===== src/rtl/gpio_sel_consts.svh =====
// Purpose: Offsets, field positions and reset values of the pin select block.
// Assumes: Register indices are word indices; the byte address is four times the index.
// Notes:   Included by the block and its bench.
`ifndef GPIO_SEL_CONSTS_SVH
`define GPIO_SEL_CONSTS_SVH
// Register word indices.
`define IDX_PIN0_PIN1      10'h023
`define IDX_PIN2_PIN3      10'h024
`define IDX_PIN_LEVELS     10'h025
`define IDX_SYNC_STAMP     10'h026
`define IDX_SLOT_FLAGS     10'h030
`define IDX_STAMP_REQUEST  10'h031
`define IDX_PIN_DIRECTION  10'h032
// Field positions.
`define SEL_LO_MSB         6
`define SEL_HI_LSB         8
`define SEL_HI_MSB         14
`define FLD_IDLE_LEVEL     8
`define FLD_EDGE_INVERT    7
`define FLD_ALWAYS_ARMED   6
`define FLD_STAMP_PIN_LSB  4
`define FLD_SYNC_ENABLE    2
`define FLD_SYNC_PIN_LSB   0
// Output select codes with a fixed meaning.
`define CODE_LOW           7'h00
`define CODE_HIGH          7'h01
`define CODE_INT_X         7'h02
`define CODE_INT_Y         7'h03
`define CODE_ANY_AMP       7'h0C
`define CODE_OSC_DIV64     7'h0F
`define CODE_SLOT_PATTERN  7'h10
`define CODE_SLEEP         7'h11
`define CODE_LOW_OSC       7'h16
`define CODE_OSC_FULL      7'h17
`define CODE_OSC_DIV32     7'h18
`define GROUP_SLOT_ACTIVE  3'h2
`define GROUP_LED_PULSE    3'h3
`define GROUP_MOD_PULSE    3'h4
`define GROUP_DATA_CYCLE   3'h5
`define GROUP_AMP          4'h1
`define SLOT_ANY           4'hF
// Reset values and bus answers.
`define RST_SELECT         7'h00
`define RST_DIRECTION      8'h00
`define RESP_OKAY          2'h0
`define RESP_SLVERR        2'h2
`endif


===== src/rtl/gpio_sel_pkg.sv =====
// Purpose: Types shared by the pin select block and its bench.
// Assumes: Twelve time slots and four pins.
// Notes:   All block state travels as one packed struct.
package gpio_sel_pkg;
    typedef struct packed {
        logic        awvalid;
        logic [11:0] awaddr;
        logic        wvalid;
        logic [31:0] wdata;
        logic [3:0]  wstrb;
        logic        bready;
        logic        arvalid;
        logic [11:0] araddr;
        logic        rready;
    } axil_req_t;
    typedef struct packed {
        logic        awready;
        logic        wready;
        logic        bvalid;
        logic [1:0]  bresp;
        logic        arready;
        logic        rvalid;
        logic [31:0] rdata;
        logic [1:0]  rresp;
    } axil_rsp_t;
    // Per-slot activity from the time slot engine, bit n is slot A plus n.
    typedef struct packed {
        logic [11:0] active;
        logic [11:0] led_pulse;
        logic [11:0] mod_pulse;
        logic [11:0] data_cycle;
    } slot_sig_t;
    typedef struct packed {
        logic [3:0][6:0] pin_output_source;
        logic            slot_idle_level;
        logic            stamp_edge_invert;
        logic            stamp_always_armed;
        logic [1:0]      stamp_pin_select;
        logic            outside_trigger_enable;
        logic [1:0]      outside_trigger_pin_select;
        logic [11:0]     per_slot_pin_flag;
        logic            stamp_capture_request;
        logic [7:0]      pin_direction;
        logic [3:0]      pin_drive;
        logic [3:0]      pin_prev;
        logic            stamp_capture;
        logic            sample_start;
        logic            aw_held;
        logic [9:0]      aw_index;
        logic            w_held;
        logic [31:0]     w_data;
        logic [3:0]      w_strb;
        logic            bvalid;
        logic [1:0]      bresp;
        logic            rvalid;
        logic [31:0]     rdata;
        logic [1:0]      rresp;
    } state_t;
endpackage


===== src/rtl/gpio_sel_top.sv =====
// Purpose: Pin output source select, pin readback, time stamp and outside trigger pins.
// Assumes: Pin and slot inputs are synchronous to clk; AXI4-Lite register access.
// Notes:   Pin outputs lag their source by one clock since they come from flip-flops.
// Overview of operation
// - Codes 0x4A and 0x4B give the slot K or L modulation pulse, 0x4F that of any slot.
// - Codes 0x50 to 0x5B mark an output data cycle of slot A to slot L in turn.
// - Code 0x5F marks an output data cycle in any of the twelve slots.
// - Pin 0 takes its source from bits 6 to 0 of the pin 0/1 register, with the full code set.
// - Pin 3 takes its source from bits 14 to 8 of register 0x0024; bit 15 reads zero.
// - Pin 2 takes its source from bits 6 to 0 of register 0x0024; bit 7 reads zero.
// - Register 0x0025 bits 3 to 0 read the level of each input-enabled pin, upper bits zero.
// - Code 0x10 drives the slot idle level at the end of each slot and throughout sleep.
// - The edge invert bit picks a rising (0) or falling (1) time stamp trigger edge.
// - With always armed set, a capture leaves the capture request set.
// - The time stamp pin field picks pin 0 to 3 as trigger input, pin 0 after reset.
// - With outside trigger enabled, the selected pin starts sample sequences, not the period.
// - The outside trigger pin field picks pin 0 to 3 as sample trigger input.
// - Codes 0x00 and 0x01 drive low and high; 0x02 and 0x03 route interrupts X and Y.
// - Code 0x10 drives one while any flagged slot is active outside sleep, then the idle level.
//
// Register access over AXI4-Lite was left to the implementer.
`timescale 1ns/10ps
`include "gpio_sel_consts.svh"
`default_nettype none
module gpio_sel_top (
    // Clock and reset.
    input  wire logic                   clk,
    input  wire logic                   reset_n,
    // Register bus.
    input  wire gpio_sel_pkg::axil_req_t bus_req,
    output var  gpio_sel_pkg::axil_rsp_t bus_rsp,
    // Sources from the rest of the device.
    input  wire gpio_sel_pkg::slot_sig_t slot,
    input  wire logic                   sleep,
    input  wire logic                   int_x,
    input  wire logic                   int_y,
    input  wire logic [3:0]             led_amp_en,
    input  wire logic                   osc_full,
    input  wire logic                   osc_div32,
    input  wire logic                   osc_div64,
    input  wire logic                   low_osc,
    input  wire logic                   period_tick,
    // Two-way pins.
    input  wire logic [3:0]             pin_in,
    output logic      [3:0]             pin_out,
    output logic      [3:0]             pin_oe,
    // Events to the time slot engine and the stamp counter.
    output logic                        stamp_capture,
    output logic                        sample_start
);
    import gpio_sel_pkg::*;

    state_t st;
    state_t next_st;
    logic   stamp_edge;
    logic   sync_edge;
    logic   sw_arm;
    logic   wr_go;
    logic [3:0] pin_levels;

    // One decoder serves all four pins so their code sets cannot drift apart.
    function automatic logic source_of(input logic [6:0] code);
        logic [11:0] vec;
        logic        pattern;
        vec = 12'h000;
        pattern = 1'b0;
        unique case (code[6:4])
            `GROUP_SLOT_ACTIVE: vec = slot.active;
            `GROUP_LED_PULSE:   vec = slot.led_pulse;
            `GROUP_MOD_PULSE:   vec = slot.mod_pulse;
            `GROUP_DATA_CYCLE:  vec = slot.data_cycle;
            default:            vec = 12'h000;
        endcase
        // Sleep forces the idle level even if a flagged slot still shows active.
        pattern = sleep ? st.slot_idle_level :
                  (|(slot.active & st.per_slot_pin_flag)) ? 1'b1 :
                  st.slot_idle_level;
        if (code[6:4] >= `GROUP_SLOT_ACTIVE && code[6:4] <= `GROUP_DATA_CYCLE) begin
            if (code[3:0] < 4'hC) begin
                source_of = vec[code[3:0]];
            end else if (code[3:0] == `SLOT_ANY && code[6:4] != `GROUP_SLOT_ACTIVE) begin
                source_of = |vec;
            end else begin
                source_of = 1'b0;
            end
        end else if (code[6:3] == `GROUP_AMP && code[2] == 1'b0) begin
            source_of = led_amp_en[code[1:0]];
        end else begin
            unique case (code)
                `CODE_LOW:          source_of = 1'b0;
                `CODE_HIGH:         source_of = 1'b1;
                `CODE_INT_X:        source_of = int_x;
                `CODE_INT_Y:        source_of = int_y;
                `CODE_ANY_AMP:      source_of = |led_amp_en;
                `CODE_OSC_DIV64:    source_of = osc_div64;
                `CODE_SLOT_PATTERN: source_of = pattern;
                `CODE_SLEEP:        source_of = sleep;
                `CODE_LOW_OSC:      source_of = low_osc;
                `CODE_OSC_FULL:     source_of = osc_full;
                `CODE_OSC_DIV32:    source_of = osc_div32;
                default:            source_of = 1'b0;
            endcase
        end
    endfunction

    // Register read map; unused bits read zero.
    function automatic logic [31:0] read_of(input logic [9:0] idx);
        unique case (idx)
            `IDX_PIN0_PIN1:     read_of = {16'h0000, 1'b0, st.pin_output_source[1],
                                           1'b0, st.pin_output_source[0]};
            `IDX_PIN2_PIN3:     read_of = {16'h0000, 1'b0, st.pin_output_source[3],
                                           1'b0, st.pin_output_source[2]};
            `IDX_PIN_LEVELS:    read_of = {28'h0000000, pin_levels};
            `IDX_SYNC_STAMP:    read_of = {23'h000000, st.slot_idle_level,
                                           st.stamp_edge_invert, st.stamp_always_armed,
                                           st.stamp_pin_select, 1'b0,
                                           st.outside_trigger_enable,
                                           st.outside_trigger_pin_select};
            `IDX_SLOT_FLAGS:    read_of = {20'h00000, st.per_slot_pin_flag};
            `IDX_STAMP_REQUEST: read_of = {31'h00000000, st.stamp_capture_request};
            `IDX_PIN_DIRECTION: read_of = {24'h000000, st.pin_direction};
            default:            read_of = 32'h00000000;
        endcase
    endfunction

    function automatic logic mapped(input logic [9:0] idx);
        mapped = (idx >= `IDX_PIN0_PIN1 && idx <= `IDX_SYNC_STAMP) ||
                 (idx >= `IDX_SLOT_FLAGS && idx <= `IDX_PIN_DIRECTION);
    endfunction

    // Readback only shows pins whose input enable is set.
    assign pin_levels = pin_in & st.pin_direction[7:4];
    // Pin inputs are synchronous, so one stored copy is enough to find edges.
    assign stamp_edge = st.stamp_edge_invert ?
        (st.pin_prev[st.stamp_pin_select] & ~pin_in[st.stamp_pin_select]) :
        (~st.pin_prev[st.stamp_pin_select] & pin_in[st.stamp_pin_select]);
    assign sync_edge = ~st.pin_prev[st.outside_trigger_pin_select] &
                       pin_in[st.outside_trigger_pin_select];
    assign wr_go  = st.aw_held & st.w_held;
    assign sw_arm = wr_go && st.aw_index == `IDX_STAMP_REQUEST &&
                    st.w_strb[0] && st.w_data[0];

    // Next-state logic: pins, triggers and the bus slave.
    always_comb begin
        next_st = st;
        for (int p = 0; p < 4; p++) begin
            next_st.pin_drive[p] = source_of(st.pin_output_source[p]);
        end
        next_st.pin_prev = pin_in;
        next_st.stamp_capture = stamp_edge & st.stamp_capture_request;
        // A software arm in the capture cycle wins over the automatic clear.
        if (stamp_edge && st.stamp_capture_request && !st.stamp_always_armed) begin
            next_st.stamp_capture_request = 1'b0;
        end
        if (sw_arm) begin
            next_st.stamp_capture_request = 1'b1;
        end
        next_st.sample_start = st.outside_trigger_enable ? sync_edge : period_tick;
        // Address and data are taken independently; the write runs once both are held.
        if (bus_req.awvalid && bus_rsp.awready) begin
            next_st.aw_held  = 1'b1;
            next_st.aw_index = bus_req.awaddr[11:2];
        end
        if (bus_req.wvalid && bus_rsp.wready) begin
            next_st.w_held = 1'b1;
            next_st.w_data = bus_req.wdata;
            next_st.w_strb = bus_req.wstrb;
        end
        if (wr_go) begin
            next_st.aw_held = 1'b0;
            next_st.w_held  = 1'b0;
            next_st.bvalid  = 1'b1;
            next_st.bresp   = mapped(st.aw_index) ? `RESP_OKAY : `RESP_SLVERR;
            unique case (st.aw_index)
                `IDX_PIN0_PIN1: begin
                    if (st.w_strb[0]) next_st.pin_output_source[0] = st.w_data[6:0];
                    if (st.w_strb[1]) next_st.pin_output_source[1] = st.w_data[14:8];
                end
                `IDX_PIN2_PIN3: begin
                    if (st.w_strb[0]) next_st.pin_output_source[2] = st.w_data[6:0];
                    if (st.w_strb[1]) next_st.pin_output_source[3] = st.w_data[14:8];
                end
                `IDX_SYNC_STAMP: begin
                    if (st.w_strb[1]) next_st.slot_idle_level = st.w_data[`FLD_IDLE_LEVEL];
                    if (st.w_strb[0]) begin
                        next_st.stamp_edge_invert  = st.w_data[`FLD_EDGE_INVERT];
                        next_st.stamp_always_armed = st.w_data[`FLD_ALWAYS_ARMED];
                        next_st.stamp_pin_select   = st.w_data[`FLD_STAMP_PIN_LSB +: 2];
                        next_st.outside_trigger_enable = st.w_data[`FLD_SYNC_ENABLE];
                        next_st.outside_trigger_pin_select =
                            st.w_data[`FLD_SYNC_PIN_LSB +: 2];
                    end
                end
                `IDX_SLOT_FLAGS: begin
                    if (st.w_strb[0]) next_st.per_slot_pin_flag[7:0]  = st.w_data[7:0];
                    if (st.w_strb[1]) next_st.per_slot_pin_flag[11:8] = st.w_data[11:8];
                end
                `IDX_PIN_DIRECTION: begin
                    if (st.w_strb[0]) next_st.pin_direction = st.w_data[7:0];
                end
                default: begin
                end
            endcase
        end
        if (st.bvalid && bus_req.bready) begin
            next_st.bvalid = 1'b0;
        end
        if (st.rvalid && bus_req.rready) begin
            next_st.rvalid = 1'b0;
        end
        if (bus_req.arvalid && bus_rsp.arready) begin
            next_st.rvalid = 1'b1;
            next_st.rdata  = read_of(bus_req.araddr[11:2]);
            next_st.rresp  = mapped(bus_req.araddr[11:2]) ? `RESP_OKAY : `RESP_SLVERR;
        end
    end

    // All state resets to constants only.
    always_ff @(posedge clk or negedge reset_n) begin
        if (!reset_n) begin
            st <= '0;
            st.pin_output_source <= {4{`RST_SELECT}};
            st.pin_direction     <= `RST_DIRECTION;
        end else begin
            st <= next_st;
        end
    end

    // Ready terms stay combinational; a held word blocks a second one until the answer.
    always_comb begin
        bus_rsp.awready = !st.aw_held && !st.bvalid;
        bus_rsp.wready  = !st.w_held && !st.bvalid;
        bus_rsp.bvalid  = st.bvalid;
        bus_rsp.bresp   = st.bresp;
        bus_rsp.arready = !st.rvalid;
        bus_rsp.rvalid  = st.rvalid;
        bus_rsp.rdata   = st.rdata;
        bus_rsp.rresp   = st.rresp;
    end

    // Pins and event pulses come straight from flip-flops.
    assign pin_out       = st.pin_drive;
    assign pin_oe        = st.pin_direction[3:0];
    assign stamp_capture = st.stamp_capture;
    assign sample_start  = st.sample_start;
endmodule
`default_nettype wire


===== config.mk =====
export PLATFORM = sky130hd
export DESIGN_NAME = gpio_sel_top
export DESIGN_NICKNAME = d
export VERILOG_FILES = /design/src/rtl/gpio_sel_pkg.sv /design/src/rtl/gpio_sel_top.sv
export VERILOG_INCLUDE_DIRS = /design/src /design/src/rtl
export SDC_FILE = /design/constraint.sdc
export NUM_CORES = 1
export LEC_CHECK = 0
export BUFFER_PORTS_ARGS = -buffer_cell sky130_fd_sc_hd__buf_2
export CORE_UTILIZATION = 50
export CTS_CLUSTER_DIAMETER = 60
export DETAILED_ROUTE_END_ITERATION = 12
export GPL_TIMING_DRIVEN = 0
export PLACE_DENSITY = 0.77
export SLEW_MARGIN = 30
export SYNTH_ARGS = -nofsm -noshare
export SYNTH_HDL_FRONTEND = slang
export SYNTH_SLANG_ARGS = --single-unit

===== constraint.sdc =====
create_clock -name clk -period 5 [get_ports clk]
set_input_delay 1 -clock clk [delete_from_list [all_inputs] [get_ports clk]]
set_output_delay 1 -clock clk [all_outputs]
set_load 0.02 [all_outputs]

==> run summary <==
Fraction of the cycle the final worst path needs: 54.9%
Starting utilization of the core area: 51.9%
Cell family with the largest share of critical-path delay: simple AND/OR/NAND/NOR gates
Measured slew at the worst slew-check pin: 0.822 ns
Placed Area: 9440 µm²
Async set-or-reset flop fraction in the synthesized netlist: 100%
Category of the most critical setup path: in -> reg
Data required time at the worst endpoint: 5.33 ns
Power Dens Cells: 312 nW/µm²
Average instance area after synthesis: 9.87 µm²
Seq. cell area: 2880 µm²
Total Negative Setup Slacks: 0 ns
Type of the most critical hold path: in -> async
Worst R2R Setup Slack: 2.45 ns
Register area share after synthesis: 34.4%
Number of DRC violations after detailed-routing iteration 0: 809
Synth unique cells: 75
Synth Warn #: 0
Bufs on Longest Clock Path: 2
Clock tree from TritonCTS: built
Count of final setup violators: 0
Area occupied by multi-input gates: 4860 µm²
Initial antenna violation count: 0
Worst r2r path cells: 10
Area growth syn-to-layout: 19.9%
Vertical die dimension: 131 µm
Final Net Count: 1156
Setup Skew: 0.00648 ns
RSZ-0062 raised after global routing: no
Worst slack at placement: 1.93 ns
Cell Chain, Critical Path: buf_2 -> nor4_1 -> nand3b_1 -> nor4_2 -> clkbuf_1 -> a222oi_1 -> o21ai_1
Reg2reg end: pin_out[1]$_DFF_PN0_
Wire length of the first global-routing pass: 42400 µm
Final standard cell area without fillers: 10000 µm²
Std-Cell Core Area: 16100 µm²
Maximum number of pins on one net before global-route repair: 75
PortBufs: 138
Total half-perimeter wirelength after legalization and detailed placement: 20300 µm
Critical path depth: 7
Slowest-stage cell, CP: nor4_2
Drt drc: 0
Most frequent cells in the layout: buf_2, dfrtp_1, mux2i_1
I/O pin count: 182
Area share of the leading cell type in the synthesized netlist: 34.4%
Post-synthesis cell area: 8360 µm²
Startpoint kind of the worst setup timing path: primary input
Relative slew margins: 45.2%
Post-CTS setup buffer count: 0
Clock period minus worst slack: 2.74 ns
Vias/cell: 6.30
CTS Buf Count: 17
Post-synth EDFFs: 0
Static leakage: 4.29 nW
Most area-hungry cell type in the Yosys netlist: dfrtp_1
Critical register-to-register path startpoint: st[137]$_DFFE_PN0P_
Standard-cell rows: 46
Overall track demand over capacity in global routing: 31.9%
Hold Vio Cnt, Final: 0
Outcome: finished clean
Clock Latency Late Sink: 0.42 ns
RD Place Congestion: 1.02
Max-slew violation count: 0
Number of cells upsized or downsized after cts: 0
Via count of the first global-routing pass: 7747
Routed Wire Length: 27100 µm
Antenna Cells: 0
Buffer and inverter count on the worst path: 2
Die width: 131 µm
Proportion of layout cells with a drive suffix above 1: 34.0%
Synthesized instance count: 847
Total of hold buffers inserted after clock tree synthesis: 0
Total via count after detailed routing: 7879
CTS root buf: clkbuf_16
Flip-flop cell with the highest count after synthesis: dfrtp_1
Most area-consuming cells after synthesis: dfrtp_1, mux2_2, mux2i_1, buf_4, mux4_2
Filler Cells Inserted: 1401
Clock Pin Slew Worst Setup and Hold Paths: 0.05 ns
Sinks on the clock net: 115
Fmax: 0.364 GHz
Worst Slack Setup Final: 2.26 ns
Max incr delay on CP: 0.53 ns
Total gr overflow: 0
Die area: 17200 µm²
Most common cell after layout, fill and taps aside: buf_2
Number of storage elements in the synthesis netlist: 115
Max IR drop VDD: 0.000339 V
Detailed-route wire length per cell: 21.7 µm
H-tree levels: 4
Max FO, Critical Path: 10
Max_cap viols: 0
Element type at the critical path end: register
Worst endpoint data arrival time: 3.08 ns
Remaining antenna violation count after routing: 0
Drt pass-1 iters: 5
Yosys cell counts, types with 14 or more instances:
library cell / instances
a21oi_1: 17
buf_2: 20
buf_4: 49
clkbuf_1: 26
dfrtp_1: 115
inv_1: 18
mux2_2: 87
mux2i_1: 95
nand2_1: 54
nand3_1: 18
nand3b_1: 20
nor2_1: 39
nor3_1: 14
nor4_1: 17
o21ai_0: 24
o22ai_1: 33
cells by family after synthesis:
kind of cell	share of synthesized area (%)
AND/OR/NAND/NOR	14.9
multiplexers	25.8
AO/OA/AOI/OAI	16.0
buffers and inverters	8.35
flip-flops	34.4
adder cells (fa/ha/maj)	0.299
XOR/XNOR	0.209
other	0.0448
state kept, by name, indices dropped and copies added (netlist names):
register / flops
pin_oe: 4
sample_start: 1
pin_out: 4
st: 86
stamp_capture: 1
bus_rsp: 19
cell type report:
cell class	count	area share (%)
Buffer	104	6.29
Clock buffer	21	4.59
Clock inverter	10	1.32
Inverter	18	0.674
Multi-Input combinational cell	628	48.5
Sequential cell	115	28.7
Tap cell	216	2.69
Timing Repair Buffer	139	7.26
how the worst max path moves through the flow:
stage	startpoint	to
floorplan	bus_req[6]	bus_rsp[2]$_DFFE_PN0P_
global placement	reset_n	pin_out[0]$_DFF_PN0_
detailed placement	bus_req[6]	bus_rsp[13]$_DFFE_PN0P_
CTS	bus_req[6]	bus_rsp[13]$_DFFE_PN0P_
global route	bus_req[6]	bus_rsp[13]$_DFFE_PN0P_
finish	bus_req[6]	bus_rsp[13]$_DFFE_PN0P_
per-stage QoR:
stage	util (%)	hold WS [ns]	instances	total power, W
5_1_grt	62.2	0.478	1251	0.00326
3_5_place_dp	58.5	0.471	1220	0.00192
2_1_floorplan	-	0.451	865	0.00164
3_3_place_gp	58.3	0.464	1219	0.00189
6_report	62.2	0.463	1251	0.00313
4_1_cts	62.2	0.462	1251	0.00314
power breakdown:
part	internal [W]	leakage, nW	switching [W]	total (W)
Clock	0.000801	0.285	0.000411	0.00121
Sequential	0.00108	1.52	0.000184	0.00126
Combinational	0.000312	2.49	0.000348	0.000659
layer usage:
| layer | track usage [%] | vias up | wire length (µm) |
|---|---|---|---|
| met4 | 14.3 | 0 | 954 |
| met5 | 0 | - | 0 |
| met1 | 42.1 | 3822 | 11300 |
| met3 | 8.06 | 82 | 2790 |
| li1 | - | 3533 | - |
| met2 | 49.4 | 442 | 12100 |
Power figures use the tool's default switching activity.
